### config.mk
export PLATFORM = sky130hd
export DESIGN_NAME = icfm_top
export DESIGN_NICKNAME = d
export VERILOG_FILES = /design/src/common/icfm_pkg.sv /design/src/rtl/icfm_freq_meter.sv /design/src/rtl/icfm_top.sv
export SDC_FILE = /design/constraint.sdc
export NUM_CORES = 1
export LEC_CHECK = 0
export ABC_AREA = 1
export BUFFER_PORTS_ARGS = -buffer_cell sky130_fd_sc_hd__buf_4
export CAP_MARGIN = 10
export CORE_ASPECT_RATIO = 0.5
export CORE_MARGIN = 2
export CORE_UTILIZATION = 50
export CTS_BUF_LIST = sky130_fd_sc_hd__clkbuf_8
export DETAILED_ROUTE_END_ITERATION = 8
export GPL_TIMING_DRIVEN = 0
export PLACE_DENSITY = 0.68
export SYNTH_ARGS = -nofsm -noshare
export SYNTH_HDL_FRONTEND = slang
export SYNTH_HIERARCHICAL = 1
export SYNTH_SLANG_ARGS = --single-unit
export TNS_END_PERCENT = 50
### constraint.sdc
create_clock -name i_ref_clk -period 8.9 [get_ports i_ref_clk]
set_clock_uncertainty 0.2 [all_clocks]
set_input_delay 0.89 -clock i_ref_clk [delete_from_list [all_inputs] [get_ports i_ref_clk]]
set_output_delay 0.89 -clock i_ref_clk [all_outputs]
set_load 0.01 [all_outputs]
### src/common/icfm_pkg.sv
// package: register map, reset values, timing constants and carrier types of the clock frequency monitor
package icfm_pkg;

  // ------------------------------------------------------------
  // register offsets
  // ------------------------------------------------------------
  localparam logic [7:0] ADDR_LINK_SETUP    = 8'h5b;
  localparam logic [7:0] ADDR_LINK_CLK_OVR  = 8'h5c;
  localparam logic [7:0] ADDR_LOW_THRESH    = 8'h5d;
  localparam logic [7:0] ADDR_HIGH_THRESH   = 8'h5e;
  localparam logic [7:0] ADDR_MEASURED_FREQ = 8'h5f;

  // ------------------------------------------------------------
  // field positions
  // ------------------------------------------------------------
  localparam int BIT_LINK_SWAP_STATE   = 6;
  localparam int BIT_PLL_RESET_ON_CHG  = 5;
  localparam int BIT_MEASURE_SRC_SEL   = 4;
  localparam int BIT_INHIBIT_AUTO_SWAP = 7;
  localparam int BIT_OVERRIDE_LINK_RDY = 6;
  localparam int BIT_OVERRIDE_CLK_PRES = 5;
  localparam int POS_STBL_SEL          = 3;
  localparam int POS_HYST              = 0;
  localparam int BIT_PHY_RESET_POLICY  = 6;
  localparam int POS_LOW_LIMIT         = 0;
  localparam int POS_HIGH_LIMIT        = 0;

  // ------------------------------------------------------------
  // reset values
  // ------------------------------------------------------------
  localparam logic       RST_LINK_SWAP_STATE  = 1'b0;
  localparam logic       RST_PLL_RESET_ON_CHG = 1'b1;
  localparam logic       RST_MEASURE_SRC_SEL  = 1'b0;
  localparam logic       RST_INHIBIT_SWAP     = 1'b0;
  localparam logic       RST_OVERRIDE_LINK    = 1'b0;
  localparam logic       RST_OVERRIDE_CLK     = 1'b0;
  localparam logic [1:0] RST_STBL_SEL         = 2'h0;
  localparam logic [2:0] RST_HYST_MHZ         = 3'h2;
  localparam logic       RST_PHY_POLICY       = 1'b0;
  localparam logic [5:0] RST_LOW_LIMIT        = 6'h06;
  localparam logic [6:0] RST_HIGH_LIMIT       = 7'h2c;
  localparam logic [7:0] RST_MEASURED_FREQ    = 8'h00;

  // ------------------------------------------------------------
  // timing
  // ------------------------------------------------------------
  localparam int CLK_PERIOD_NS   = 10;
  localparam int GATE_TIME_NS    = 1000;
  localparam int GATE_CYCLES     = GATE_TIME_NS / CLK_PERIOD_NS;
  localparam int STBL_TIME_0_US  = 160;
  localparam int STBL_TIME_1_US  = 640;
  localparam int STBL_TIME_2_US  = 1280;
  localparam int STBL_TIME_3_US  = 2550;
  localparam int GATE_TIME_US    = GATE_TIME_NS / 1000;
  localparam int STBL_CNT_W      = 12;

  // ------------------------------------------------------------
  // carriers
  // ------------------------------------------------------------
  typedef struct packed {
    logic       inhibit_auto_swap;
    logic       override_link_ready;
    logic       override_clock_present;
    logic [1:0] stability_time_select;
    logic [2:0] measure_hysteresis_mhz;
    logic       phy_reset_policy;
    logic [5:0] low_freq_limit;
    logic [6:0] high_freq_limit;
    logic       pll_reset_on_change;
    logic       measure_source_select;
  } icfm_cfg_t;

  typedef struct packed {
    logic       done;
    logic [7:0] mhz;
  } icfm_meas_t;

  typedef enum logic [1:0] {
    ST_IDLE,
    ST_SETTLING,
    ST_STABLE
  } icfm_state_t;

endpackage

### src/rtl/icfm_freq_meter.sv
// module: counts rising edges of the selected input clock over a one-microsecond gate
module icfm_freq_meter (
  // clock and reset
  input  wire logic                i_ref_clk,
  input  wire logic                i_rst,
  // measured clocks, asynchronous to i_ref_clk
  input  wire logic                i_raw_clk,
  input  wire logic                i_pll_clk,
  // control
  input  wire logic                i_source_sel,
  input  wire logic                i_gate_tick,
  // result
  output icfm_pkg::icfm_meas_t     o_meas
);

  // ------------------------------------------------------------
  // synchronisers and edge detect
  // ------------------------------------------------------------
  logic [1:0] sync1_q;
  logic [1:0] sync2_q;
  logic [1:0] sync3_q;
  logic [1:0] edge_hit;
  logic [7:0] cnt_q;
  logic [7:0] cnt_d;
  icfm_pkg::icfm_meas_t meas_q;
  icfm_pkg::icfm_meas_t meas_d;

  // only the second and third stages feed the edge detector
  assign edge_hit = sync2_q & ~sync3_q;

  // ------------------------------------------------------------
  // edge counter
  // ------------------------------------------------------------
  always_comb begin
    cnt_d  = cnt_q;
    meas_d = meas_q;
    meas_d.done = 1'b0;
    if (edge_hit[i_source_sel] && (cnt_q != 8'hff)) begin
      cnt_d = cnt_q + 8'h01;
    end
    if (i_gate_tick) begin
      // edges per microsecond is the frequency in MHz
      meas_d.mhz  = cnt_q;
      meas_d.done = 1'b1;
      cnt_d       = 8'h00;
    end
  end

  always_ff @(posedge i_ref_clk or posedge i_rst) begin
    if (i_rst) begin
      sync1_q <= 2'h0;
      sync2_q <= 2'h0;
      sync3_q <= 2'h0;
      cnt_q   <= 8'h00;
      meas_q  <= '0;
    end else begin
      sync1_q <= {i_pll_clk, i_raw_clk};
      sync2_q <= sync1_q;
      sync3_q <= sync2_q;
      cnt_q   <= cnt_d;
      meas_q  <= meas_d;
    end
  end

  assign o_meas = meas_q;

endmodule

### src/rtl/icfm_top.sv
// module: input clock frequency monitor with hysteresis, stability timer, limits and link overrides

module icfm_top (
  // clock and reset
  input  wire logic       i_ref_clk,
  input  wire logic       i_rst,
  // register port
  input  wire logic [7:0] i_reg_addr,
  input  wire logic       i_reg_wr_en,
  input  wire logic [7:0] i_reg_wdata,
  output logic      [7:0] o_reg_rdata,
  // measured clocks and pins, asynchronous
  input  wire logic       i_hdmi_clk,
  input  wire logic       i_hdmi_pll_clk,
  input  wire logic       i_hdmi_5v_det,
  input  wire logic       i_rx_signal_valid,
  input  wire logic       i_backchannel_link_ok,
  // device logic, same clock
  input  wire logic       i_mode_change,
  input  wire logic       i_swap_detected,
  // status and control outputs
  output logic            o_clock_present,
  output logic            o_freq_too_low,
  output logic            o_freq_too_high,
  output logic            o_freq_settled,
  output logic            o_link_ready,
  output logic            o_link_swap_state,
  output logic            o_pll_reset,
  output logic            o_phy_reset
);

  // ------------------------------------------------------------
  // declarations
  // ------------------------------------------------------------
  icfm_pkg::icfm_cfg_t   cfg_q;
  icfm_pkg::icfm_cfg_t   cfg_d;
  icfm_pkg::icfm_meas_t  meas;
  icfm_pkg::icfm_state_t state_q;
  icfm_pkg::icfm_state_t state_d;
  logic       swap_q;
  logic       swap_d;
  logic [6:0] gate_cnt_q;
  logic [6:0] gate_cnt_d;
  logic       gate_tick_q;
  logic       gate_tick_d;
  logic [7:0] stored_q;
  logic [7:0] stored_d;
  logic [11:0] stbl_cnt_q;
  logic [11:0] stbl_cnt_d;
  logic [11:0] stbl_target;
  logic [7:0] diff;
  logic       capture;
  logic [2:0] sync1_q;
  logic [2:0] sync2_q;
  logic       det_5v;
  logic       rx_valid;
  logic       bc_link_ok;
  logic       too_low;
  logic       too_high;
  logic       present_d;
  logic [7:0] rdata_d;
  logic [7:0] meas_read;
  logic       o_clock_present_q;
  logic       o_freq_too_low_q;
  logic       o_freq_too_high_q;
  logic       o_link_ready_q;
  logic       o_pll_reset_q;
  logic       o_phy_reset_q;
  logic       o_pll_reset_d;
  logic       o_phy_reset_d;
  logic [7:0] o_reg_rdata_q;
  logic       settled_q;

  localparam logic [6:0] GATE_LAST = 7'(icfm_pkg::GATE_CYCLES - 1);

  // ------------------------------------------------------------
  // pin synchronisers
  // ------------------------------------------------------------
  always_ff @(posedge i_ref_clk or posedge i_rst) begin
    if (i_rst) begin
      sync1_q <= 3'h0;
      sync2_q <= 3'h0;
    end else begin
      sync1_q <= {i_backchannel_link_ok, i_rx_signal_valid, i_hdmi_5v_det};
      sync2_q <= sync1_q;
    end
  end

  assign det_5v     = sync2_q[0];
  assign rx_valid   = sync2_q[1];
  assign bc_link_ok = sync2_q[2];

  // ------------------------------------------------------------
  // one-microsecond gate divider
  // ------------------------------------------------------------
  always_comb begin
    gate_tick_d = (gate_cnt_q == GATE_LAST);
    gate_cnt_d  = gate_tick_d ? 7'h00 : gate_cnt_q + 7'h01;
  end

  always_ff @(posedge i_ref_clk or posedge i_rst) begin
    if (i_rst) begin
      gate_cnt_q  <= 7'h00;
      gate_tick_q <= 1'b0;
    end else begin
      gate_cnt_q  <= gate_cnt_d;
      gate_tick_q <= gate_tick_d;
    end
  end

  icfm_freq_meter u_meter (
    .i_ref_clk    (i_ref_clk),
    .i_rst        (i_rst),
    .i_raw_clk    (i_hdmi_clk),
    .i_pll_clk    (i_hdmi_pll_clk),
    .i_source_sel (cfg_q.measure_source_select),
    .i_gate_tick  (gate_tick_q),
    .o_meas       (meas)
  );

  // ------------------------------------------------------------
  // hysteresis and stability timer
  // ------------------------------------------------------------
  assign diff = (meas.mhz > stored_q) ? meas.mhz - stored_q : stored_q - meas.mhz;
  assign capture = meas.done && (diff > {5'h00, cfg_q.measure_hysteresis_mhz});

  always_comb begin
    case (cfg_q.stability_time_select)
      2'h0:    stbl_target = 12'(icfm_pkg::STBL_TIME_0_US / icfm_pkg::GATE_TIME_US);
      2'h1:    stbl_target = 12'(icfm_pkg::STBL_TIME_1_US / icfm_pkg::GATE_TIME_US);
      2'h2:    stbl_target = 12'(icfm_pkg::STBL_TIME_2_US / icfm_pkg::GATE_TIME_US);
      default: stbl_target = 12'(icfm_pkg::STBL_TIME_3_US / icfm_pkg::GATE_TIME_US);
    endcase
  end

  always_comb begin
    state_d    = state_q;
    stored_d   = stored_q;
    stbl_cnt_d = stbl_cnt_q;
    if (capture) begin
      stored_d = meas.mhz;
    end
    case (state_q)
      icfm_pkg::ST_IDLE: begin
        if (meas.done) begin
          state_d    = icfm_pkg::ST_SETTLING;
          stbl_cnt_d = 12'h000;
        end
      end
      icfm_pkg::ST_SETTLING: begin
        if (capture) begin
          stbl_cnt_d = 12'h000;
        end else if (meas.done) begin
          stbl_cnt_d = stbl_cnt_q + 12'h001;
          if (stbl_cnt_q + 12'h001 >= stbl_target) begin
            state_d = icfm_pkg::ST_STABLE;
          end
        end
      end
      icfm_pkg::ST_STABLE: begin
        if (capture) begin
          state_d    = icfm_pkg::ST_SETTLING;
          stbl_cnt_d = 12'h000;
        end
      end
      default: state_d = icfm_pkg::ST_IDLE;
    endcase
  end

  always_ff @(posedge i_ref_clk or posedge i_rst) begin
    if (i_rst) begin
      state_q    <= icfm_pkg::ST_IDLE;
      stored_q   <= icfm_pkg::RST_MEASURED_FREQ;
      stbl_cnt_q <= 12'h000;
      settled_q  <= 1'b0;
    end else begin
      state_q    <= state_d;
      stored_q   <= stored_d;
      stbl_cnt_q <= stbl_cnt_d;
      // registered copy of the stable state, so the flag leaves a flip-flop
      settled_q  <= (state_d == icfm_pkg::ST_STABLE);
    end
  end

  // ------------------------------------------------------------
  // limits, detect and resets
  // ------------------------------------------------------------
  // low limit compare
  assign too_low  = stored_q < {2'h0, cfg_q.low_freq_limit};
  assign too_high = stored_q > {1'b0, cfg_q.high_freq_limit};

  always_comb begin
    present_d = (state_q == icfm_pkg::ST_STABLE) && !too_low && !too_high;
    if (cfg_q.override_clock_present) begin
      present_d = 1'b1;
    end
    o_pll_reset_d = capture && cfg_q.pll_reset_on_change;
    o_phy_reset_d = (capture || i_mode_change) && !(cfg_q.phy_reset_policy && det_5v);
  end

  // ------------------------------------------------------------
  // registers and swap state
  // ------------------------------------------------------------
  always_comb begin
    cfg_d  = cfg_q;
    swap_d = swap_q;
    if (!cfg_q.inhibit_auto_swap) begin
      swap_d = i_swap_detected;
    end
    if (i_reg_wr_en) begin
      if (i_reg_addr == icfm_pkg::ADDR_LINK_SETUP) begin
        if (cfg_q.inhibit_auto_swap) begin
          swap_d = i_reg_wdata[icfm_pkg::BIT_LINK_SWAP_STATE];
        end
        cfg_d.pll_reset_on_change   = i_reg_wdata[icfm_pkg::BIT_PLL_RESET_ON_CHG];
        cfg_d.measure_source_select = i_reg_wdata[icfm_pkg::BIT_MEASURE_SRC_SEL];
      end else if (i_reg_addr == icfm_pkg::ADDR_LINK_CLK_OVR) begin
        cfg_d.inhibit_auto_swap      = i_reg_wdata[icfm_pkg::BIT_INHIBIT_AUTO_SWAP];
        cfg_d.override_link_ready    = i_reg_wdata[icfm_pkg::BIT_OVERRIDE_LINK_RDY];
        cfg_d.override_clock_present = i_reg_wdata[icfm_pkg::BIT_OVERRIDE_CLK_PRES];
        cfg_d.stability_time_select  = i_reg_wdata[icfm_pkg::POS_STBL_SEL +: 2];
        cfg_d.measure_hysteresis_mhz = i_reg_wdata[icfm_pkg::POS_HYST +: 3];
      end else if (i_reg_addr == icfm_pkg::ADDR_LOW_THRESH) begin
        cfg_d.phy_reset_policy = i_reg_wdata[icfm_pkg::BIT_PHY_RESET_POLICY];
        cfg_d.low_freq_limit   = i_reg_wdata[icfm_pkg::POS_LOW_LIMIT +: 6];
      end else if (i_reg_addr == icfm_pkg::ADDR_HIGH_THRESH) begin
        cfg_d.high_freq_limit = i_reg_wdata[icfm_pkg::POS_HIGH_LIMIT +: 7];
      end
    end
  end

  assign meas_read = rx_valid ? stored_q : 8'h00;

  // reads return the previous cycle's address; unmapped and reserved bits read zero
  always_comb begin
    rdata_d = 8'h00;
    if (i_reg_addr == icfm_pkg::ADDR_LINK_SETUP) begin
      rdata_d[icfm_pkg::BIT_LINK_SWAP_STATE]  = swap_q;
      rdata_d[icfm_pkg::BIT_PLL_RESET_ON_CHG] = cfg_q.pll_reset_on_change;
      rdata_d[icfm_pkg::BIT_MEASURE_SRC_SEL]  = cfg_q.measure_source_select;
    end else if (i_reg_addr == icfm_pkg::ADDR_LINK_CLK_OVR) begin
      rdata_d = {cfg_q.inhibit_auto_swap, cfg_q.override_link_ready, cfg_q.override_clock_present,
                 cfg_q.stability_time_select, cfg_q.measure_hysteresis_mhz};
    end else if (i_reg_addr == icfm_pkg::ADDR_LOW_THRESH) begin
      rdata_d = {1'b0, cfg_q.phy_reset_policy, cfg_q.low_freq_limit};
    end else if (i_reg_addr == icfm_pkg::ADDR_HIGH_THRESH) begin
      rdata_d = {1'b0, cfg_q.high_freq_limit};
    end else if (i_reg_addr == icfm_pkg::ADDR_MEASURED_FREQ) begin
      rdata_d = meas_read;
    end
  end

  always_ff @(posedge i_ref_clk or posedge i_rst) begin
    if (i_rst) begin
      cfg_q <= '{inhibit_auto_swap:      icfm_pkg::RST_INHIBIT_SWAP,
                 override_link_ready:    icfm_pkg::RST_OVERRIDE_LINK,
                 override_clock_present: icfm_pkg::RST_OVERRIDE_CLK,
                 stability_time_select:  icfm_pkg::RST_STBL_SEL,
                 measure_hysteresis_mhz: icfm_pkg::RST_HYST_MHZ,
                 phy_reset_policy:       icfm_pkg::RST_PHY_POLICY,
                 low_freq_limit:         icfm_pkg::RST_LOW_LIMIT,
                 high_freq_limit:        icfm_pkg::RST_HIGH_LIMIT,
                 pll_reset_on_change:    icfm_pkg::RST_PLL_RESET_ON_CHG,
                 measure_source_select:  icfm_pkg::RST_MEASURE_SRC_SEL};
      swap_q            <= icfm_pkg::RST_LINK_SWAP_STATE;
      o_reg_rdata_q     <= 8'h00;
      o_clock_present_q <= 1'b0;
      o_freq_too_low_q  <= 1'b0;
      o_freq_too_high_q <= 1'b0;
      o_link_ready_q    <= 1'b0;
      o_pll_reset_q     <= 1'b0;
      o_phy_reset_q     <= 1'b0;
    end else begin
      cfg_q             <= cfg_d;
      swap_q            <= swap_d;
      o_reg_rdata_q     <= rdata_d;
      o_clock_present_q <= present_d;
      o_freq_too_low_q  <= too_low;
      o_freq_too_high_q <= too_high;
      o_link_ready_q    <= bc_link_ok || cfg_q.override_link_ready;
      o_pll_reset_q     <= o_pll_reset_d;
      o_phy_reset_q     <= o_phy_reset_d;
    end
  end

  // ------------------------------------------------------------
  // outputs
  // ------------------------------------------------------------
  assign o_reg_rdata       = o_reg_rdata_q;
  assign o_clock_present   = o_clock_present_q;
  assign o_freq_too_low    = o_freq_too_low_q;
  assign o_freq_too_high   = o_freq_too_high_q;
  assign o_freq_settled    = settled_q;
  assign o_link_ready      = o_link_ready_q;
  assign o_link_swap_state = swap_q;
  assign o_pll_reset       = o_pll_reset_q;
  assign o_phy_reset       = o_phy_reset_q;

endmodule

### Word-level counts from Yosys, hierarchy flattened

Cells that the tools add are included.

* add/subtract/negate cells: 5
* $lt $le $gt $ge: 6
* equality and inequality tests: 15
* mux-type cells: 32
* bitwise gates (word level): 5
* reduce and logical (&&, ||, !) cells: 21

Operators by type and width (number)
* case mux 12 bit (3 select lines): 2
* two-way mux 8 bit: 8
* two-way mux 12 bit: 4
* == test 8 x 7 -> 1 bit (second input constant): 5
* subtractor 8 bit: 2
* adder 12 x 1 -> 12 bit (second input constant): 1
* greater-or-equal comparator 12 bit: 1
* two-way mux 2 bit: 5
* two-way mux 9 bit: 1
* adder 8 x 1 -> 8 bit (second input constant): 1
* > comparator 8 x 3 -> 1 bit: 1
* > comparator 8 x 7 -> 1 bit: 1
* > comparator 8 bit: 1
* < comparator 8 x 6 -> 1 bit: 1
* two-way mux 1 bit: 8
* != test 8 bit (second input constant): 1
* AND reduction 4 bit: 2
* adder 7 x 1 -> 7 bit (second input constant): 1
* == test 7 bit (second input constant): 1
* logical AND 1 bit: 7
* two-way mux 7 bit: 1
* == test 2 bit (second input constant): 3
* case mux 2 bit (3 select lines): 1
* AND reduction 5 bit: 1
* other kinds (17): 24

* register bits: 99
* bits of input ports: 26
* output and inout bits: 16

### Longest topological paths before layout

Gate-level depths: netlist of run 1.

* depth after elaboration: 8
* mapped depth: 24

### Hierarchy

The synthesis of run 1 kept the hierarchy.

Modules (own cells, without submodules)
* icfm_top: times used 1, cells an instance 615, area an instance 4753.3 um2
* icfm_freq_meter: times used 1, cells an instance 114, area an instance 1019.7 um2

### Worst setup path after synthesis of run 1

No wires, ideal clock.

* kind: register to register
* from: register u_meter.meas_q, in the netlist u_meter/o_meas[0]
* to: register stbl_cnt_q[0]
* setup time: 117 ps
* arrival: 2850 ps
* setup slack: 5733 ps
* stages on the path, launching flop included: 21
* buffers on the path: 1
* period minus slack after synthesis: 3167 ps
* cells stage by stage: dfrtp_1 > inv_1 > ha_1 > inv_1 > fa_1 > nand3_1 > nand2_1 > nand2_1 > nand2_1 > nand2_2 > mux2_2 > ha_1 > a21oi_1 > nor2_1 > o21ai_0 > nand2_2 > nand3_2 > nand2_1 > buf_2 > nand2_1 > nand2_1

* word-level cells in the longest chain between the ends: 6
* elaborated cells on any way between the ends: 11
* those cells by class: 2 x add/sub; 2 x order compare; 2 x eq/ne; 3 x mux; 2 x reduce/logical

Ends and longest elaborated chain
* start, declared: RTL line icfm_freq_meter.sv:25 `icfm_pkg::icfm_meas_t meas_q;`
* start signal, assigned: RTL line icfm_freq_meter.sv:61 `meas_q <= meas_d;`
* subtractor 8 bit or > comparator 8 bit (tied branches): RTL line icfm_top.sv:124 `assign diff = (meas.mhz > stored_q) ? meas.mhz - stored_q : stored_q - meas.mhz;`
* two-way mux 8 bit *: RTL line icfm_top.sv:124
* > comparator 8 x 3 -> 1 bit *: RTL line icfm_top.sv:125 `assign capture = meas.done && (diff > {5'h00, cfg_q.measure_hysteresis_mhz});`
* logical AND 1 bit *: RTL line icfm_top.sv:125
* != test 3 x 2 -> 1 bit (no source line), or another cell as far along
* AND reduction 4 bit (no source line) or case mux 12 bit (3 select lines) (tied branches)
* end signal, assigned: RTL line icfm_top.sv:179 `stbl_cnt_q <= stbl_cnt_d;`
* end, declared: RTL line icfm_top.sv:48 `logic [11:0] stbl_cnt_q;`

Mark *: on every way between the ends. The rest lies on a longest branch, timed or not.
A chain may end at the register's enable or synchronous reset.

### Worst setup path in the final report of run 1

* from: register u_meter.meas_q, in the netlist u_meter/o_meas[0]
* to: register stored_q[0]

* word-level cells in the longest chain between the ends: 4
* elaborated cells on any way between the ends: 6
* those cells by class: 2 x add/sub; 2 x order compare; 1 x mux; 1 x reduce/logical

Ends and longest elaborated chain
* subtractor 8 bit or > comparator 8 bit (tied branches): RTL line icfm_top.sv:124
* two-way mux 8 bit: RTL line icfm_top.sv:124
* > comparator 8 x 3 -> 1 bit: RTL line icfm_top.sv:125
* logical AND 1 bit: RTL line icfm_top.sv:125
* end signal, assigned: RTL line icfm_top.sv:173 `stored_q <= icfm_pkg::RST_MEASURED_FREQ;`
* end signal, assigned: RTL line icfm_top.sv:178 `stored_q <= stored_d;`
* end, declared: RTL line icfm_top.sv:46 `logic [7:0] stored_q;`

Several ways; a longest one is shown, not always the timed one.

==> results of run 1 <==
-- layout make-up --
class                      instances  area share (%)
tap                              145           2.782
sequential                        99           38.12
clock buffer                       9           1.899
timing repair buffer              42           5.141
multi-input combinational        498           42.51
buffer                            12          0.9783
inverter                         120           6.944
clock inverter                     7           1.631
-- worst min-delay path by stage --
stage | startpoint | end | slack (ns) | cells after the start
2_1_floorplan | sync1_q[0] | sync2_q[0] | 0.13 | 0
3_3_place_gp | u_meter/sync1_q[1] | u_meter/sync2_q[1] | 0.13 | 0
3_5_place_dp | sync1_q[2] | sync2_q[2] | 0.13 | 0
4_1_cts | sync1_q[2] | sync2_q[2] | 0.16 | 0
5_1_grt | sync1_q[0] | sync2_q[0] | 0.17 | 0
6_report | u_meter/sync1_q[1] | u_meter/sync2_q[1] | 0.16 | 0
-- per-stage QoR --
stage                     setup WS, ns  hold WS, ns  cells  utilization, %  power, mW
after CTS                        5.157       0.1582    932           58.69     0.9213
after floorplan                  5.733       0.1312    729               -     0.5508
after global placement           4.859       0.1330    915           56.34     0.5857
after global routing             4.856       0.1660    932           58.69     0.9590
final                            5.133       0.1559    932           58.69     0.9115
after detailed placement         5.194       0.1347    916           56.61     0.5900
-- flip-flops by register name (all words and copies together), names as in the netlist, 3 cells and up --
name	flops
cfg_q	24
stbl_cnt_q	12
u_meter/o_meas	9
o_reg_rdata	8
stored_q	8
u_meter/cnt_q	8
gate_cnt_q	7
sync1_q	3
sync2_q	3
-- logic make-up (layout without fill, tap and decap cells) --
| group | count (synthesis) | after routing |
|---|---|---|
| xor gates and xnor gates | 11 | 11 |
| AOI/OAI and AO/OA | 100 | 100 |
| DFF | 99 | 99 |
| muxes | 2 | 2 |
| and+or+nand+nor | 337 | 337 |
| adders and majority gates | 48 | 48 |
| buffers and inverters | 132 | 190 |
-- report_power, final --
group	switching (mW)	leakage, nW	internal, mW
Clock	0.168	0.116	0.163
Sequential	0.0189	1.29	0.472
Combinational	0.0530	1.98	0.0368
Total	0.240	3.38	0.672
-- layer usage --
layer	up-vias	share of wire, %	GRT usage, %
met3	7	4.7	4.560
met4	0	0.72	5.413
met1	2232	51	31.36
met5	-	0	0
met2	93	43	36.15
li1	2440	-	-
-- critical path, cell delays in order, from the launching register on --
cell and delay [ns]:
sky130_fd_sc_hd__dfrtp_1 0.42, sky130_fd_sc_hd__inv_1 0.08, sky130_fd_sc_hd__ha_1 0.14, sky130_fd_sc_hd__inv_1 0.08, sky130_fd_sc_hd__fa_1 0.43, sky130_fd_sc_hd__nand3_1 0.13, sky130_fd_sc_hd__nand2_1 0.09, sky130_fd_sc_hd__nand2_1 0.06
sky130_fd_sc_hd__nand2_1 0.05, sky130_fd_sc_hd__nand2_2 0.11, sky130_fd_sc_hd__mux2_2 0.35, sky130_fd_sc_hd__ha_1 0.29, sky130_fd_sc_hd__a21oi_1 0.15, sky130_fd_sc_hd__nor2_1 0.05, sky130_fd_sc_hd__o21ai_0 0.35, sky130_fd_sc_hd__nand2_2 0.15
sky130_fd_sc_hd__nand2_4 0.15, sky130_fd_sc_hd__buf_2 0.25, sky130_fd_sc_hd__o21ai_0 0.12
-- cells in the final DEF, fill, tap and decap left out, drive strengths merged, types with 2 or more instances in the layout --
| master | count |
|---|---|
| a211oi | 3 |
| a21oi | 28 |
| a31oi | 4 |
| buf | 50 |
| bufinv | 2 |
| clkbuf | 13 |
| clkinv | 2 |
| dfrtp | 92 |
| dfstp | 7 |
| fa | 2 |
| ha | 46 |
| inv | 123 |
| nand2 | 192 |
| nand3 | 58 |
| nand4 | 9 |
| nor2 | 63 |
| nor3 | 7 |
| nor4 | 3 |
| o21ai | 54 |
| o221ai | 2 |
| o32ai | 4 |
| or2 | 2 |
| xor2 | 11 |
==> metrics.json, run 1 <==
{
  "result_of_the_run": "complete, no violations",
  "row_count": 27,
  "num_antenna_cells": 0,
  "synth_edf_count": 0,
  "cts_setup_buffers": 0,
  "initial_utilization_pct": 51.94,
  "clkSlewWorstSetupHoldPaths_ns": 0.10,
  "final.setup.tns_ns": 0,
  "critical_path.startpoint_type": "flop",
  "syn_inst": 729,
  "port_buffers": 41,
  "period_needed_ns": 3.767,
  "power_per_unit_of_standard_cell_area_mw_per_mm2": 139.7,
  "overflow": 0,
  "final_nets": 856,
  "final_max_tran_viols": 0,
  "netlist_top_cells_area": "sky130_fd_sc_hd__dfrtp_1 40%, sky130_fd_sc_hd__nand2_1 12%, sky130_fd_sc_hd__ha_1 10%",
  "clock.fmax_ghz": 0.2655,
  "setup.worst_path.end": "stored_q[0]",
  "grt_pass1_vias": 4707,
  "synth_fa_ha_area_share_pct": 10.66,
  "pin_count_of_the_biggest_net_entering_global_routing": 68,
  "synth-seq-cells": 99,
  "synth_top_family_by_area": "simple AND/OR/NAND/NOR gates",
  "netlist_area_sq_mm": 0.005773,
  "floorplan.die_area_sq_mm": 0.01247,
  "share_of_the_yosys_chip_area_belonging_to_registers_pct": 43.06,
  "complex_gate_fraction_of_the_synthesized_area_pct": 9.580,
  "multi_input_comb_area_sq_mm": 0.002773,
  "cts_hold_buffers": 0,
  "detail_route.wirelength_um": 12390,
  "drtPass1Iterations": 5,
  "regToRegEndpoint": "stored_q[0]",
  "cp_data_arrival_time_ns": 3.82,
  "timing_worst_setup_path_type": "flop to flop",
  "io_pins": 42,
  "reg2reg_setup_slack_ns": 5.13,
  "cts_root_buf": "sky130_fd_sc_hd__clkbuf_8",
  "cts_tree": "yes",
  "cts-root-to-sink-buffers": 2,
  "route.detailed.drc": 0,
  "synth_top_cell_area_share_pct": 39.88,
  "synth_simple_gate_area_share_pct": 25.75,
  "clkSinkCount": 99,
  "p_leak_nw": 3.381,
  "dominantRegCellSynth": "sky130_fd_sc_hd__dfrtp_1",
  "cell_type_with_the_highest_aggregate_area_in_the_netlist": "sky130_fd_sc_hd__dfrtp_1",
  "cts_resized": 0,
  "place_hpwl_um": 9488,
  "yosys-mux-area-fraction_pct": 0.3684,
  "first_iter_violations": 265,
  "ys_warn_count": 6,
  "min_path_type": "flop to flop",
  "r2r-start": "u_meter/o_meas[0]",
  "maxCapViolCount": 0,
  "yosys.cell_types.count": 42,
  "post-synth-top-count-cell": "sky130_fd_sc_hd__nand2_1",
  "setup.worst_path.start": "u_meter/o_meas[0]",
  "timing.critical_path.required_ns": 8.95,
  "reg2reg_depth": 18,
  "first_pass_grt_wire_length_um": 22000,
  "synth_async_sr_flop_share_pct": 100.0,
  "grt_use_total_pct": 22.44,
  "regArea_sq_mm": 0.002486,
  "via_per_inst": 5.120,
  "die_h_um": 79.98,
  "max-vdd-ir-drop_v": 0.00008699,
  "rsz0062_at_grt": "false",
  "endpoint_kind": "flop",
  "finalCritPeriodShare_pct": 42.32,
  "number_of_cts_inserted_buffers": 9,
  "finalWeightedCongestion": 0.8594,
  "post_synthesis_share_of_cell_area_spent_on_xor_and_xnor_gates_pct": 1.669,
  "final.fill_count": 1040,
  "placeable_core_area_sq_mm": 0.01111,
  "drive_above_1_share_pct": 11.82,
  "synth_fp_nets": 803,
  "cts_max_level": 3,
  "routed_wire_length_per_instance_um": 13.29,
  "final_design_area_no_fill_sq_mm": 0.006523,
  "finalHoldViolations": 0,
  "grt_antenna_before_repair": 0,
  "worst_margin_pin_slew_ns": 0.9245,
  "placedInstanceArea_sq_mm": 0.006292,
  "cp_max_fo": 10,
  "clock_latency_ns": 0.38,
  "die_w_um": 156.0,
  "count_of_vias_placed_by_the_detailed_router": 4772,
  "synth.cells.most_frequent": "183 x sky130_fd_sc_hd__nand2_1, 120 x sky130_fd_sc_hd__inv_1, 92 x sky130_fd_sc_hd__dfrtp_1",
  "synth_area_per_cell_sq_um": 7.919,
  "drtAntennaViolNets": 0,
  "timing.slew.headroom_pct": 37.80,
  "area_growth_syn_to_layout_pct": 12.98,
  "setup_violations": 0
}
Power figures use the tool's default switching activity.
==> run 2, diff against run 1 <==
==> constraint.sdc (replaced) <==
create_clock -name i_ref_clk -period 3.6 [get_ports i_ref_clk]
set_clock_uncertainty 0.2 [all_clocks]
set_input_delay 0.36 -clock i_ref_clk [delete_from_list [all_inputs] [get_ports i_ref_clk]]
set_output_delay 0.36 -clock i_ref_clk [all_outputs]
set_load 0.01 [all_outputs]
==> run 2 against run 1 <==
Against the previous run:
- maximum frequency grew 12%
- power increased by 150%
- non-clock buffer count grew 10
- setup slack got worse by 4.9 ns
- critical path type unchanged
==> metrics.json, run 2 (same netlist as run 1, synthesis figures left out) <==
{
  "finalWeightedCongestion": 0.8594,
  "io_pins": 42,
  "grt_pass1_vias": 4761,
  "cts_max_level": 3,
  "min_delay_path_depth": 3,
  "timing.critical_path.required_ns": 3.66,
  "final_design_area_no_fill_sq_mm": 0.006688,
  "setup_violations": 0,
  "maxCapViolCount": 0,
  "most_common_library_cell_in_the_layout_ignoring_fill_and_taps": "sky130_fd_sc_hd__nand2_1",
  "routed_wire_length_per_instance_um": 13.34,
  "cts_tree": "yes",
  "count_of_vias_placed_by_the_detailed_router": 4826,
  "final-instance-count-excl-fill": 942,
  "num_antenna_cells": 0,
  "timing.hold.worst_endpoint": "cfg_q[23]",
  "clock.fmax_ghz": 0.2966,
  "regToRegEndpoint": "state_q[0]",
  "switching_share_pct": 26.28,
  "relative_contribution_of_combinational_cells_to_total_power_pct": 10.3,
  "layout.cells.most_common_list": "181 x sky130_fd_sc_hd__nand2_1, 116 x sky130_fd_sc_hd__inv_1, 92 x sky130_fd_sc_hd__dfrtp_1, 56 x sky130_fd_sc_hd__nor2_1, 56 x sky130_fd_sc_hd__nand3_1",
  "critPathSlowestCell": "sky130_fd_sc_hd__dfrtp_1",
  "regMostFlops": "cfg_q",
  "worst_margin_pin_slew_ns": 0.9156,
  "critical_path.startpoint_type": "flop",
  "crit_path_max_incr_delay_ns": 0.42,
  "first_pass_grt_wire_length_um": 22220,
  "clkSlewWorstSetupHoldPaths_ns": 0.10,
  "area_growth_syn_to_layout_pct": 15.84,
  "endpoint_kind": "flop",
  "floorplan.die_area_sq_mm": 0.01247,
  "dp_cells": 916,
  "finalHoldViolations": 0,
  "p_seq_share_pct": 53.6,
  "crit_buf_inv": 5,
  "r2r-start": "u_meter/o_meas[0]",
  "place_hpwl_um": 9488,
  "path_delay_family": "simple AND/OR/NAND/NOR gates",
  "drtAntennaViolNets": 0,
  "cts_root_buf": "sky130_fd_sc_hd__clkbuf_8",
  "detail_route.wirelength_um": 12570,
  "final_core_util_pct": 60.17,
  "drtPass1Iterations": 7,
  "p_leak_nw": 3.428,
  "row_count": 27,
  "largest_reg_flops": 24,
  "path_cells": "inv_2 > ha_2 > inv_2 > fa_2 > nand3_2 > nand2_2 > nand2_1 > nand2_1 > nand2_2 > mux2i_1 > xor2_1 > inv_1 > ha_4 > inv_1 > nor2_1 > o21ai_2 > nand2_2 > nand2_4 > clkinvlp_4 > nor2_2 > nor2_1",
  "initial_utilization_pct": 51.94,
  "grt_antenna_before_repair": 0,
  "period_needed_ns": 3.371,
  "number_of_cts_inserted_buffers": 9,
  "cp_data_arrival_time_ns": 3.44,
  "report.power.total_mw": 2.262,
  "max-vdd-ir-drop_v": 0.0002153,
  "path_common_cell": "sky130_fd_sc_hd__nand2_2",
  "placeable_core_area_sq_mm": 0.01111,
  "holdCritStartpoint": "i_reg_wdata[7]",
  "die_w_um": 156.0,
  "clock_latency_ns": 0.38,
  "grt_use_total_pct": 22.66,
  "reg2reg_depth": 21,
  "via_per_inst": 5.123,
  "overflow": 0,
  "cts-root-to-sink-buffers": 2,
  "drive_above_1_share_pct": 13.68,
  "reg2reg_setup_slack_ns": 0.23,
  "switchingPower_mw": 0.5945,
  "result_of_the_run": "complete, no violations",
  "part_of_the_power_in_the_clock_network_pct": 36.1,
  "route.detailed.drc": 0,
  "port_buffers": 41,
  "die_h_um": 79.98,
  "first_iter_violations": 316,
  "internal_power_mw": 1.668,
  "min_path_type": "input port to flop",
  "clkSinkCount": 99,
  "cp_max_fo": 6,
  "final.fill_count": 1022,
  "pin_count_of_the_biggest_net_entering_global_routing": 68,
  "power_per_unit_of_standard_cell_area_mw_per_mm2": 338.3,
  "finalCritPeriodShare_pct": 93.64,
  "placedInstanceArea_sq_mm": 0.006292,
  "final_max_tran_viols": 0,
  "final.setup.tns_ns": 0,
  "timing_worst_setup_path_type": "flop to flop",
  "timing.slew.headroom_pct": 38.40,
  "final_nets": 866
}
## run 2: how the worst max path moves through the flow
stage,slack [ns],to,cells after the start,start
2_1_floorplan,0.43,stbl_cnt_q[0],20,u_meter/o_meas[0]
3_3_place_gp,-0.08,stored_q[1],18,u_meter/o_meas[0]
3_5_place_dp,-0.11,stored_q[0],18,u_meter/o_meas[0]
4_1_cts,0.07,stbl_cnt_q[2],21,u_meter/o_meas[0]
5_1_grt,-0.009,state_q[0],21,u_meter/o_meas[0]
6_report,0.23,state_q[0],21,u_meter/o_meas[0]
## run 2: layer usage
metal	vias up	GRT usage [%]	share of wire [%]
met2	100	36.90	44
met4	0	5.413	0.73
li1	2463	-	-
met1	2256	31.41	51
met3	7	4.560	4.6
met5	-	0	0
## run 2: worst register-to-register path: stages (launching register included)
cell and delay [ns]:
sky130_fd_sc_hd__dfrtp_1 0.42, sky130_fd_sc_hd__inv_2 0.07, sky130_fd_sc_hd__ha_2 0.16, sky130_fd_sc_hd__inv_2 0.06, sky130_fd_sc_hd__fa_2 0.39, sky130_fd_sc_hd__nand3_2 0.10, sky130_fd_sc_hd__nand2_2 0.06, sky130_fd_sc_hd__nand2_1 0.05
sky130_fd_sc_hd__nand2_1 0.05, sky130_fd_sc_hd__nand2_2 0.10, sky130_fd_sc_hd__mux2i_1 0.21, sky130_fd_sc_hd__xor2_1 0.18, sky130_fd_sc_hd__inv_1 0.09, sky130_fd_sc_hd__ha_4 0.22, sky130_fd_sc_hd__inv_1 0.05, sky130_fd_sc_hd__nor2_1 0.05
sky130_fd_sc_hd__o21ai_2 0.19, sky130_fd_sc_hd__nand2_2 0.13, sky130_fd_sc_hd__nand2_4 0.13, sky130_fd_sc_hd__clkinvlp_4 0.17, sky130_fd_sc_hd__nor2_2 0.13, sky130_fd_sc_hd__nor2_1 0.05
## run 2: through the flow
stage	hold slack, ns	setup WS, ns
finish	0.03555	0.2288
global route	0.02062	-0.008676
CTS	0.01553	0.07261
detailed placement	0.08820	-0.1061
global placement	0.1330	-0.08395
floorplan	0.1312	0.4328
## run 2: power by group through the flow
| stage | Sequential, mW | Combinational (mW) | Clock (mW) |
|---|---|---|---|
| floorplan | 1.23 | 0.135 | 0 |
| finish | 1.21 | 0.232 | 0.817 |
| detailed placement | 1.23 | 0.224 | 0 |
| global route | 1.22 | 0.272 | 0.886 |
| CTS | 1.21 | 0.233 | 0.839 |
| global placement | 1.23 | 0.215 | 0 |
## run 2: what timing repair did
item	CTS	global route
setup buffers	0	3
hold buffers	8	0
hold endpoints to repair	99	0
pin swaps	0	9
resized for setup	3	20
endpoints found under the setup margin	23	25
## run 2: final cells by class
class	count	area (sq um)	share of cell area [%]
Buffer	11	63.81	0.9542
Clock buffer	9	123.9	1.852
Clock inverter	7	106.4	1.590
Inverter	120	456.7	6.829
Multi-Input combinational cell	498	2831	42.34
Sequential cell	99	2486	37.17
Tap cell	145	181.4	2.713
Timing Repair Buffer	53	437.9	6.548
==> run 3, diff against run 2 <==
--- a/config.mk
+++ b/config.mk
@@ -10,11 +10,11 @@
 export CAP_MARGIN = 10
 export CORE_ASPECT_RATIO = 0.5
 export CORE_MARGIN = 2
-export CORE_UTILIZATION = 50
+export CORE_UTILIZATION = 55
 export CTS_BUF_LIST = sky130_fd_sc_hd__clkbuf_8
 export DETAILED_ROUTE_END_ITERATION = 8
 export GPL_TIMING_DRIVEN = 0
-export PLACE_DENSITY = 0.68
+export PLACE_DENSITY = 0.74
 export SYNTH_ARGS = -nofsm -noshare
 export SYNTH_HDL_FRONTEND = slang
 export SYNTH_HIERARCHICAL = 1
==> run 3 against run 2 <==
Against the previous run:
- first-iteration DRC count down 9.5%
- critical path type unchanged
- power down 7.4%
- highest routed layer unchanged
- count of clock-buffer cells in the layout unchanged
- critical path depth unchanged
- wire length down 1.1%
- flip-flop and latch count unchanged
- sequential share of layout area up 0.24 points
- setup slack worse by 0.068 ns
==> metrics.json, run 3 (same netlist as run 1, synthesis figures left out) <==
{
  "result_of_the_run": "complete, no violations",
  "regMostFlops": "cfg_q",
  "largest_reg_flops": 24,
  "io_pins": 42,
  "period_needed_ns": 3.440,
  "final_nets": 870,
  "drtPass1Iterations": 7,
  "final_core_util_pct": 65.05,
  "timing.critical_path.required_ns": 3.70,
  "grt_antenna_before_repair": 0,
  "power_per_unit_of_standard_cell_area_mw_per_mm2": 315.4,
  "setup.worst_path.start": "u_meter/o_meas[0]",
  "report.power.total_mw": 2.096,
  "setup.worst_path.end": "stbl_cnt_q[0]",
  "grt_use_total_pct": 23.54,
  "maxCapViolCount": 0,
  "cts-root-to-sink-buffers": 2,
  "cts_max_level": 3,
  "floorplan.die_area_sq_mm": 0.01138,
  "final.fill_count": 921,
  "route.detailed.drc": 0,
  "overflow": 0,
  "timing_worst_setup_path_type": "flop to flop",
  "final_max_tran_viols": 0,
  "setup_violations": 0,
  "detail_route.wirelength_um": 12430,
  "path_delay_family": "simple AND/OR/NAND/NOR gates",
  "timing.hold.ws_ns": 0.01630,
  "die_h_um": 76.45,
  "critical_path.startpoint_type": "flop",
  "p_leak_nw": 3.439,
  "switching_share_pct": 27.60,
  "multi_input_comb_area_sq_mm": 0.002811,
  "drive_above_1_share_pct": 13.61,
  "cp_data_arrival_time_ns": 3.54,
  "cp_max_fo": 5,
  "reg2reg_depth": 21,
  "placeable_core_area_sq_mm": 0.01021,
  "relative_contribution_of_combinational_cells_to_total_power_pct": 10.9,
  "critPathSlowestCell": "sky130_fd_sc_hd__dfrtp_1",
  "crit_buf_inv": 3,
  "finalWeightedCongestion": 0.8808,
  "routed_wire_length_per_instance_um": 13.21,
  "clock.fmax_ghz": 0.2907,
  "placedInstanceArea_sq_mm": 0.006286,
  "cts_root_buf": "sky130_fd_sc_hd__clkbuf_8",
  "grt_pass1_vias": 4622,
  "path_depth": 21,
  "clkSinkCount": 99,
  "final.setup.tns_ns": 0,
  "path_common_cell": "sky130_fd_sc_hd__nand2_1",
  "clock_latency_ns": 0.37,
  "num_antenna_cells": 0,
  "regToRegEndpoint": "stbl_cnt_q[0]",
  "pin_count_of_the_biggest_net_entering_global_routing": 67,
  "switchingPower_mw": 0.5784,
  "reg2reg_setup_slack_ns": 0.16,
  "port_buffers": 41,
  "path_cells": "inv_2 > ha_1 > inv_2 > fa_2 > nand3_2 > nand2_1 > nand2_1 > nand2_1 > nand2_2 > mux2_2 > ha_1 > a21oi_1 > nor2_1 > o21ai_2 > nand2_2 > nand2_4 > nand2_4 > clkbuf_16 > nor2_1 > nand2_1 > nand2_1",
  "final_design_area_no_fill_sq_mm": 0.006645,
  "timing.slew.headroom_pct": 40.59,
  "drtAntennaViolNets": 0,
  "endpoint_kind": "flop",
  "p_seq_share_pct": 57.9,
  "die_w_um": 148.9,
  "finalHoldViolations": 0,
  "finalCritPeriodShare_pct": 95.55,
  "via_per_inst": 5.151,
  "part_of_the_power_in_the_clock_network_pct": 31.2,
  "r2r-start": "u_meter/o_meas[0]",
  "max-vdd-ir-drop_v": 0.0002077,
  "area_growth_syn_to_layout_pct": 15.11,
  "regArea_sq_mm": 0.002486,
  "number_of_cts_inserted_buffers": 9,
  "layout.cells.most_common_list": "183 x sky130_fd_sc_hd__nand2_1, 118 x sky130_fd_sc_hd__inv_1, 92 x sky130_fd_sc_hd__dfrtp_1, 56 x sky130_fd_sc_hd__nor2_1, 56 x sky130_fd_sc_hd__nand3_1",
  "row_count": 26,
  "initial_utilization_pct": 56.52,
  "internal_power_mw": 1.518,
  "first_iter_violations": 286,
  "first_pass_grt_wire_length_um": 21600,
  "count_of_vias_placed_by_the_detailed_router": 4847,
  "crit_path_max_incr_delay_ns": 0.41,
  "cts_tree": "yes",
  "clkSlewWorstSetupHoldPaths_ns": 0.10,
  "worst_margin_pin_slew_ns": 0.8830,
  "min_path_type": "input port to flop",
  "most_common_library_cell_in_the_layout_ignoring_fill_and_taps": "sky130_fd_sc_hd__nand2_1",
  "place_hpwl_um": 9414
}
==> run 3: changes by cell type in the layout (fill, tap and decap cells not counted), moves of 2 or more <==
| cell | delta |
|---|---|
| sky130_fd_sc_hd__nand2_1 | +2 |
| sky130_fd_sc_hd__inv_1 | +2 |
| sky130_fd_sc_hd__dlygate4sd3_1 | -2 |
| sky130_fd_sc_hd__nand2_2 | -2 |
| sky130_fd_sc_hd__buf_4 | +3 |
| sky130_fd_sc_hd__bufinv_16 | -2 |
| sky130_fd_sc_hd__ha_1 | +2 |
| sky130_fd_sc_hd__clkinv_4 | -2 |
==> run 3: worst min path at each step <==
stage,to,start,depth (start not counted)
floorplan,sync2_q[0],sync1_q[0],0
global placement,sync2_q[2],sync1_q[2],0
detailed placement,sync1_q[1],i_rst,2
CTS,o_link_swap_state,i_swap_detected,3
global route,cfg_q[0],i_reg_wdata[4],3
finish,o_link_swap_state,i_swap_detected,3
==> run 3: power by group through the flow <==
stage | combinational, mW | sequential, mW | clock (mW)
floorplan | 0.135 | 1.23 | 0
global placement | 0.213 | 1.23 | 0
detailed placement | 0.223 | 1.23 | 0
CTS | 0.230 | 1.21 | 0.677
global route | 0.264 | 1.22 | 0.719
finish | 0.229 | 1.21 | 0.654
==> run 3: per-layer routing <==
| metal | global-route usage [%] | up-vias | routed length [um] |
|---|---|---|---|
| met1 | 33.15 | 2263 | 5946 |
| li1 | - | 2473 | - |
| met5 | 0 | - | 0 |
| met2 | 37.70 | 102 | 5752 |
| met4 | 4.286 | 0 | 87 |
| met3 | 5.449 | 9 | 645 |
==> run 3: cell type report <==
type                    instances  area share, %
inverters                     120          6.816
flip-flops and latches         99          37.41
well taps                     140          2.636
plain buffers                  12          1.092
multi-input cells             498          42.31
clock buffers                   9          1.864
clock inverters                 7         0.7532
repair buffers                 56          7.117
==> run 3: timing repair <==
item                                    4_1_cts  5_1_grt
hold endpoints to repair                     25        0
endpoints found under the setup margin       23       25
buffers inserted                              0        7
hold buffers                                  6        0
pin swaps                                     0        8
resized for setup                             2       13
cloned                                        0        1
==> run 3: worst min-delay path, delay by kind of cell <==
| family | cells | cell delay [ns] |
|---|---|---|
| buf+inv | 1 | 0.08 |
| simple gates | 2 | 0.11 |
==> run 3: through the flow <==
step                worst slack [ns]  cells
global placement            -0.06547    910
CTS                          0.05494    933
detailed placement           -0.1166    911
floorplan                     0.4328    729
finish                        0.1604    941
global route               -0.008148    941
